$ cat src/verilog/ddc_pkg.sv
/*
  ddc_pkg: register map, field layout, timing counts and carrier structs
  for the drive control-cable interface. Assumes a 25 MHz clock.
*/
package ddc_pkg;
  localparam logic [3:0] OFF_CTRL   = 4'h0;
  localparam logic [3:0] OFF_STEP   = 4'h4;
  localparam logic [3:0] OFF_XFER   = 4'h8;
  localparam logic [3:0] OFF_STATUS = 4'hC;
  localparam int CTRL_UNIT  = 0;
  localparam int CTRL_WG    = 2;
  localparam int CTRL_RG    = 3;
  localparam int CTRL_AME   = 4;
  localparam int CTRL_DIR   = 5;
  localparam int CTRL_SAFE  = 6;
  localparam int CTRL_USTB  = 7;
  localparam int XFER_DATA  = 0;
  localparam int XFER_ADDR  = 8;
  localparam int XFER_KIND  = 10;
  localparam int XFER_GO    = 12;
  localparam logic [1:0] KIND_CMD  = 2'h0;
  localparam logic [1:0] KIND_ARG  = 2'h1;
  localparam logic [1:0] KIND_STAT = 2'h2;
  localparam int CLK_MHZ       = 25;
  localparam int STEP_PULSE_NS = 1000;
  localparam int STEP_GAP_NS   = 3000;
  localparam int USTB_NS       = 1000;
  localparam int DIR_SETUP_NS  = 1000;
  localparam int STEP_PULSE_CYC = (STEP_PULSE_NS * CLK_MHZ + 999) / 1000;
  localparam int STEP_GAP_CYC   = (STEP_GAP_NS * CLK_MHZ + 999) / 1000;
  localparam int USTB_CYC       = (USTB_NS * CLK_MHZ + 999) / 1000;
  localparam int DIR_SETUP_CYC  = (DIR_SETUP_NS * CLK_MHZ + 999) / 1000;
  localparam logic [7:0] CTRL_RESET = 8'h00;
  typedef enum logic [1:0]
  {
    ST_IDLE,
    ST_DRIVE,
    ST_WAIT,
    ST_RELEASE
  } ddc_bus_t;
  typedef struct packed {
    logic [3:0] unit_select_n;
    logic [3:0] head_select_n;
    logic       write_gate_n;
    logic       read_gate_n;
    logic       address_mark_n;
    logic       dir_n;
    logic       step_n;
    logic       command_n;
    logic [1:0] reg_address_n;
  } ddc_ctl_t;
  typedef struct packed {
    logic index_n;
    logic sector_n;
    logic fault_n;
    logic seek_done_n;
    logic ready_n;
    logic busy_n;
    logic attention_n;
    logic ack;
  } ddc_stat_t;
endpackage

$ cat src/verilog/ddc_stepper.sv
/*
  ddc_stepper: emits a counted burst of active-low step pulses after a
  direction setup time. Assumes the direction level is held by the caller.
*/
module ddc_stepper (
  input  wire logic       clk,
  input  wire logic       reset,
  input  wire logic       start,
  input  wire logic [7:0] count,
  output logic            step_n,
  output logic            busy
);
  typedef struct packed {
    logic [7:0]  left;
    logic [7:0]  timer;
    logic [1:0]  phase;
    logic        step_n;
  } ddc_step_t;
  ddc_step_t s_reg;
  ddc_step_t s_next;
  always_comb
  begin
    s_next = s_reg;
    if (s_reg.phase == 2'h0)
    begin
      if (start && count != 8'h00)
      begin
        s_next.left  = count;
        s_next.timer = 8'(ddc_pkg::DIR_SETUP_CYC - 1);
        s_next.phase = 2'h1;
      end
    end
    else if (s_reg.timer != 8'h00)
      s_next.timer = s_reg.timer - 8'h01;
    else if (s_reg.phase == 2'h1)
    begin
      s_next.step_n = 1'b0;
      s_next.timer  = 8'(ddc_pkg::STEP_PULSE_CYC - 1);
      s_next.phase  = 2'h2;
    end
    else if (s_reg.phase == 2'h2)
    begin
      s_next.step_n = 1'b1;
      s_next.left   = s_reg.left - 8'h01;
      s_next.timer  = 8'(ddc_pkg::STEP_GAP_CYC - 1);
      s_next.phase  = 2'h3;
    end
    else
    begin
      // gap keeps pulses from merging at the drive
      s_next.phase = (s_reg.left == 8'h00) ? 2'h0 : 2'h1;
      s_next.timer = 8'h00;
    end
  end
  always_ff @(posedge clk)
  begin
    if (reset)
      s_reg <= '{left: 8'h00, timer: 8'h00, phase: 2'h0, step_n: 1'b1};
    else
      s_reg <= s_next;
  end
  assign step_n = s_reg.step_n;
  assign busy   = s_reg.phase != 2'h0;
endmodule

$ cat src/verilog/ddc_ctrl.sv
/*
  ddc_ctrl: controller side of the drive control cable with an Avalon-MM
  slave. Assumes drive inputs are synchronous to clk and the bus is
  resolved outside from the output enable.
*/
module ddc_ctrl (
  input  wire logic              clk,
  input  wire logic              reset,
  input  wire logic [3:0]        avs_address,
  input  wire logic              avs_read,
  input  wire logic              avs_write,
  input  wire logic [31:0]       avs_writedata,
  output logic [31:0]            avs_readdata,
  output logic                   avs_waitrequest,
  input  wire logic              power_good,
  output ddc_pkg::ddc_ctl_t      ctl,
  input  wire ddc_pkg::ddc_stat_t stat,
  input  wire logic [7:0]        drive_parallel_in,
  output logic [7:0]             drive_parallel_out,
  output logic                   drive_parallel_oe
);
  typedef struct packed {
    logic [7:0]        ctrl;
    logic [7:0]        steps;
    logic [7:0]        data;
    logic [1:0]        addr;
    logic [1:0]        kind;
    logic [7:0]        rdata;
    logic              done;
    ddc_pkg::ddc_bus_t state;
    logic [7:0]        ustb_timer;
    logic              ustb;
    logic              step_go;
    logic              bus_oe;
    logic              cmd;
    logic              arg;
    logic [31:0]       readdata;
    logic              ack;
    logic              index_seen;
    logic              sector_seen;
  } ddc_state_t;
  ddc_state_t r_reg;
  ddc_state_t r_next;
  logic       stepper_step_n;
  logic       stepper_busy;
  logic       xfer_busy;
  function automatic logic [3:0] unit_decode(input logic [1:0] u);
    unit_decode = ~(4'h1 << u);
  endfunction
  ddc_stepper u_step (
    .clk    (clk),
    .reset  (reset),
    .start  (r_reg.step_go),
    .count  (r_reg.steps),
    .step_n (stepper_step_n),
    .busy   (stepper_busy)
  );
  assign xfer_busy = r_reg.state != ddc_pkg::ST_IDLE;
  always_comb
  begin
    r_next = r_reg;
    r_next.step_go = 1'b0;
    r_next.ack = 1'b0;
    if (!stat.index_n)
      r_next.index_seen = 1'b1;
    if (!stat.sector_n)
      r_next.sector_seen = 1'b1;
    // countdown first so a fresh strobe write below wins
    if (r_reg.ustb)
    begin
      if (r_reg.ustb_timer == 8'h00)
        r_next.ustb = 1'b0;
      else
        r_next.ustb_timer = r_reg.ustb_timer - 8'h01;
    end
    if ((avs_read || avs_write) && !r_reg.ack)
    begin
      r_next.ack = 1'b1;
      r_next.readdata = 32'h0000_0000;
      if (avs_address == ddc_pkg::OFF_CTRL)
      begin
        r_next.readdata[7:0] = r_reg.ctrl;
        if (avs_write)
        begin
          r_next.ctrl = avs_writedata[7:0];
          // direction frozen during a burst
          if (stepper_busy)
            r_next.ctrl[ddc_pkg::CTRL_DIR] = r_reg.ctrl[ddc_pkg::CTRL_DIR];
          if (avs_writedata[ddc_pkg::CTRL_USTB])
          begin
            r_next.ustb = 1'b1;
            r_next.ustb_timer = 8'(ddc_pkg::USTB_CYC - 1);
          end
        end
      end
      else if (avs_address == ddc_pkg::OFF_STEP)
      begin
        r_next.readdata[7:0] = r_reg.steps;
        r_next.readdata[8] = stepper_busy;
        if (avs_write && !stepper_busy)
        begin
          r_next.steps = avs_writedata[7:0];
          r_next.step_go = 1'b1;
        end
      end
      else if (avs_address == ddc_pkg::OFF_XFER)
      begin
        r_next.readdata[7:0] = r_reg.rdata;
        r_next.readdata[9:8] = r_reg.addr;
        r_next.readdata[11:10] = r_reg.kind;
        r_next.readdata[12] = xfer_busy;
        r_next.readdata[13] = r_reg.done;
        if (avs_write && !xfer_busy
            && avs_writedata[ddc_pkg::XFER_GO])
        begin
          r_next.data = avs_writedata[7:0];
          r_next.addr = avs_writedata[9:8];
          r_next.kind = avs_writedata[11:10];
          r_next.done = 1'b0;
          r_next.state = ddc_pkg::ST_DRIVE;
        end
        else if (avs_read)
          r_next.done = 1'b0;
      end
      else if (avs_address == ddc_pkg::OFF_STATUS)
      begin
        r_next.readdata[0] = r_reg.index_seen;
        r_next.readdata[1] = r_reg.sector_seen;
        r_next.readdata[2] = ~stat.fault_n;
        r_next.readdata[3] = ~stat.seek_done_n;
        r_next.readdata[4] = ~stat.ready_n;
        r_next.readdata[5] = ~stat.busy_n;
        r_next.readdata[6] = ~stat.attention_n;
        // set wins: clear only where no new edge this cycle
        if (avs_write && avs_writedata[0] && stat.index_n)
          r_next.index_seen = 1'b0;
        if (avs_write && avs_writedata[1] && stat.sector_n)
          r_next.sector_seen = 1'b0;
      end
    end
    case (r_reg.state)
      ddc_pkg::ST_DRIVE:
      begin
        // data and address settle a cycle ahead of the strobe
        r_next.bus_oe = r_reg.kind != ddc_pkg::KIND_STAT;
        r_next.state = ddc_pkg::ST_WAIT;
      end
      ddc_pkg::ST_WAIT:
      begin
        r_next.cmd = r_reg.kind == ddc_pkg::KIND_CMD;
        r_next.arg = r_reg.kind == ddc_pkg::KIND_ARG;
        // status waits for the drive's request before reading
        if (stat.ack && (r_reg.kind != ddc_pkg::KIND_STAT
            || !stat.attention_n))
        begin
          if (r_reg.kind == ddc_pkg::KIND_STAT)
            r_next.rdata = ~drive_parallel_in;
          r_next.cmd = 1'b0;
          r_next.arg = 1'b0;
          r_next.state = ddc_pkg::ST_RELEASE;
        end
      end
      ddc_pkg::ST_RELEASE:
      begin
        // no new cycle until the drive drops its acknowledge
        r_next.bus_oe = 1'b0;
        if (!stat.ack)
        begin
          r_next.done = 1'b1;
          r_next.state = ddc_pkg::ST_IDLE;
        end
      end
      default:
      begin
        r_next.cmd = 1'b0;
        r_next.arg = 1'b0;
      end
    endcase
  end
  always_ff @(posedge clk)
  begin
    if (reset)
    begin
      r_reg <= '0;
      r_reg.ctrl <= ddc_pkg::CTRL_RESET;
      r_reg.state <= ddc_pkg::ST_IDLE;
    end
    else
      r_reg <= r_next;
  end
  assign avs_waitrequest = (avs_read || avs_write) && !r_reg.ack;
  assign avs_readdata = r_reg.readdata;
  always_comb
  begin
    ctl.unit_select_n = unit_decode(r_reg.ctrl[1:0]);
    ctl.head_select_n[0] = 1'b1;
    ctl.head_select_n[1] = ~(r_reg.ctrl[ddc_pkg::CTRL_SAFE]
                             && power_good);
    ctl.head_select_n[2] = ~r_reg.ustb;
    ctl.head_select_n[3] = ~r_reg.arg;
    ctl.write_gate_n = ~r_reg.ctrl[ddc_pkg::CTRL_WG];
    ctl.read_gate_n = ~r_reg.ctrl[ddc_pkg::CTRL_RG];
    // mark only meaningful beside a gate
    ctl.address_mark_n = ~(r_reg.ctrl[ddc_pkg::CTRL_AME]
      && (r_reg.ctrl[ddc_pkg::CTRL_WG] || r_reg.ctrl[ddc_pkg::CTRL_RG]));
    ctl.dir_n = r_reg.ctrl[ddc_pkg::CTRL_DIR];
    ctl.step_n = stepper_step_n;
    ctl.command_n = ~r_reg.cmd;
    ctl.reg_address_n = ~r_reg.addr;
  end
  assign drive_parallel_out = ~r_reg.data;
  assign drive_parallel_oe = r_reg.bus_oe;
endmodule

$ cat config.mk
export PLATFORM = sky130hd
export DESIGN_NAME = ddc_ctrl
export DESIGN_NICKNAME = d
export VERILOG_FILES = /design/src/verilog/ddc_pkg.sv /design/src/verilog/ddc_stepper.sv /design/src/verilog/ddc_ctrl.sv
export SDC_FILE = /design/constraint.sdc
export NUM_CORES = 1
export LEC_CHECK = 0
export ABC_CLOCK_PERIOD_IN_PS = 2350
export CORE_MARGIN = 2
export CORE_UTILIZATION = 45
export CTS_CLUSTER_DIAMETER = 30
export DETAILED_ROUTE_END_ITERATION = 16
export DONT_BUFFER_PORTS = 1
export PLACE_DENSITY = 0.68
export SYNTH_ARGS = -nofsm -noshare
export SYNTH_HDL_FRONTEND = slang
export SYNTH_HIERARCHICAL = 1
export SYNTH_SLANG_ARGS = --single-unit
$ cat constraint.sdc
create_clock -name clk -period 2.35 [get_ports clk]
set_clock_uncertainty 0.1 [all_clocks]
set_input_delay 0.47 -clock clk [delete_from_list [all_inputs] [get_ports clk]]
set_output_delay 0.47 -clock clk [all_outputs]
set_load 0.005 [all_outputs]
==> impl_metrics.toml <==
[synth]
ys_ff_latch = 88
yosys_warnings = 6
synth_area_mm2 = 0.00484
avgSynthCellArea_um2 = 8.54
synth_edf_count = 0
yosys_most_used_dff = "dfxtp_1"
synth_most_common_cell = "dfxtp_1"
seq_area_frac_synth = 0.364
yosys.area.top_type = "dfxtp_1"
synth_area_leaders = "dfxtp_1, a21oi_1, buf_4, o21ai_0, nand2b_1"
async_reset_ff_frac = 0
synth_common_cells = "dfxtp_1, a21oi_1, o21ai_0"
synth_top_area_frac = 0.364
synth_cells = 567
synth_cell_type_count = 73

[detailed_routing]
drtIter0Drc = 323
dr.pass1.iters = 5
vias = 4028
drc = 0
drt_wl_total_um = 11800
post_drt_wl_per_cell_um = 17.5
antenna_left = 0
via_per_inst = 5.99

[timing]
fmaxAchievable_mhz = 465
rsz0062_at_grt = "no"
fin_crit_sh = 0.915
setup_violations = 0
period_minus_slack_ns = 2.15
maxSlewViolCount = 0
slew_headroom = 0.468
finalHoldViolCount = 0
tightest_slew_ns = 0.794
tns_ns = 0
whs_ns = 0.0737

[clock_network]
clock_path_buffers = 2
numCtsBuffers = 9
cts.sinks = 88
cts_setup_buffers = 0
cts_tree = "done"
clkTransAtPathRegs_ns = 0.09
clk_latency_ns = 0.36
ctsHtreeMaxLevel = 3
hold_buffers = 0
cts_resized = 0
cts-root-buf = "clkbuf_8"

[global_routing]
grt_max_degree = 84
antenna_found_initial = 0
grt-ovfl-total = 0
grt_pass1_wl_um = 19100
track_usage = 0.207
grt_pass1_vias = 3756

[critical_path]
cp-start-kind = "flop"
cp_top_family = "compound AO/OA/AOI/OAI gates"
worstSetupPathType = "flop to flop"
timing.rr.end = "u_step/s_reg[16]"
path_common_cell = "inv_1"
r2r_start = "u_step/s_reg[2]"
crit_chain = "inv_1 > ha_1 > inv_1 > nand2_1 > a21o_1 > o32ai_2"
cp_max_fo = 14
r2r_setup_slack_ns = 0.20
crit_required_ns = 2.52
r2r_cells = 6
arrival_ns = 2.32
crit_buf_inv = 2
cp_slowest_stage_delay_ns = 0.45
cp-end-kind = "flop"
slowest_stage = "dfxtp_1"

[worst_hold_path]
hp-class = "input pin to flop"
hp-start = "reset"
hold_depth = 1
hold_end = "avs_readdata[9]"

[power]
power_switching_mw = 0.864
comb_power_share = 0.134
internal_power_mw = 2.27
powerDensity_mw_per_mm2 = 633
power.leakage_nw = 1.63
p_sw_frac = 0.276
clkPwrFrac = 0.373
vdd_drop_max_mv = 0.313
seqPwrFrac = 0.494

[placement]
portBuffers = 0
gp_congestion = 0.840
dpl.hpwl_um = 8300

[job]
cap_violations = 0

[layout]
drive_gt1_frac = 0.102
syn2layout_area_growth_pct = 2.33
n_antenna_cell = 0
nNetsFinal = 598
nFillCells = 1027
largest_reg_flops = 53

[die]
core_area_mm2 = 0.0104
io_pins = 115
die_x_um = 108
die_height_um = 108
start_util = 0.467
die_area_mm2 = 0.0116
rows = 37

[outcome]
status = "completed"
[how the worst max path moves through the flow]
stage / cells after the start / from / slack, ns / end
after detailed placement: 6 / u_step/s_reg[2] / 0.24 / u_step/s_reg[16]
after global routing: 6 / u_step/s_reg[2] / 0.06 / u_step/s_reg[16]
after floorplan: 5 / avs_address[1] / 0.39 / r_reg[60]
after global placement: 6 / u_step/s_reg[2] / 0.30 / u_step/s_reg[16]
final: 6 / u_step/s_reg[2] / 0.20 / u_step/s_reg[16]
after CTS: 6 / u_step/s_reg[2] / 0.20 / u_step/s_reg[16]
[area by class of cell]
cell class	instances	area (um2)	area share
well taps	136	170	0.0344
repair buffers	10	75.1	0.0152
flip-flops and latches	88	1760	0.356
clock inverters	7	95.1	0.0192
inverters	32	120	0.0243
clock buffers	9	124	0.0250
multi-input cells	391	2610	0.526
[through the flow]
| stage | setup WS [ns] | total power [mW] | instance area (um2) | utilization | std cells |
|---|---|---|---|---|---|
| floorplan | 0.393 | 1.96 | 4900 | - | 584 |
| global placement | 0.304 | 1.98 | 4730 | 0.456 | 657 |
| detailed placement | 0.237 | 1.99 | 4730 | 0.456 | 657 |
| CTS | 0.200 | 3.15 | 4950 | 0.478 | 673 |
| global route | 0.0632 | 3.28 | 4950 | 0.478 | 673 |
| finish | 0.199 | 3.13 | 4950 | 0.478 | 673 |
[routing by layer]
| layer | GRT usage | up-vias | wire length (um) |
|---|---|---|---|
| li1 | - | 1961 | - |
| met1 | 0.289 | 1908 | 5400 |
| met2 | 0.306 | 150 | 5270 |
| met3 | 0.0648 | 9 | 998 |
| met4 | 0.0586 | 0 | 99 |
| met5 | 0 | - | 0 |
[power by group through the flow]
stage | clock network, mW | registers, mW | logic (mW)
detailed placement | 0 | 1.58 | 0.410
floorplan | 0 | 1.57 | 0.387
global route | 1.26 | 1.55 | 0.466
finish | 1.17 | 1.55 | 0.420
CTS | 1.19 | 1.55 | 0.412
global placement | 0 | 1.58 | 0.400
[cells in the final DEF, fill, tap and decap left out, types with 10 or more instances in the layout]
| cell type | Yosys | final |
|---|---|---|
| a211oi_1 | 16 | 16 |
| a21oi_1 | 54 | 54 |
| buf_4 | 35 | 10 |
| conb_1 | 2 | 19 |
| dfxtp_1 | 88 | 88 |
| inv_1 | 32 | 32 |
| nand2_1 | 20 | 20 |
| nand2b_1 | 26 | 26 |
| nand3_1 | 32 | 32 |
| nand4_1 | 12 | 12 |
| nor2_1 | 16 | 16 |
| o21ai_0 | 36 | 36 |
| o31ai_1 | 14 | 14 |
[cells by family (layout without fill, tap and decap cells)]
logic type                 Yosys count  after routing  synth area share
AOI/OAI and AO/OA                  174            174             0.239
xor gates and xnor gates             3              3           0.00543
adders and majority gates            9              9            0.0233
buffers and inverters              105             58             0.112
DFF                                 88             88             0.364
muxes                                9              9            0.0189
other                                2             19           0.00155
and+or+nand+nor                    177            177             0.236
Power figures use the tool's default switching activity.
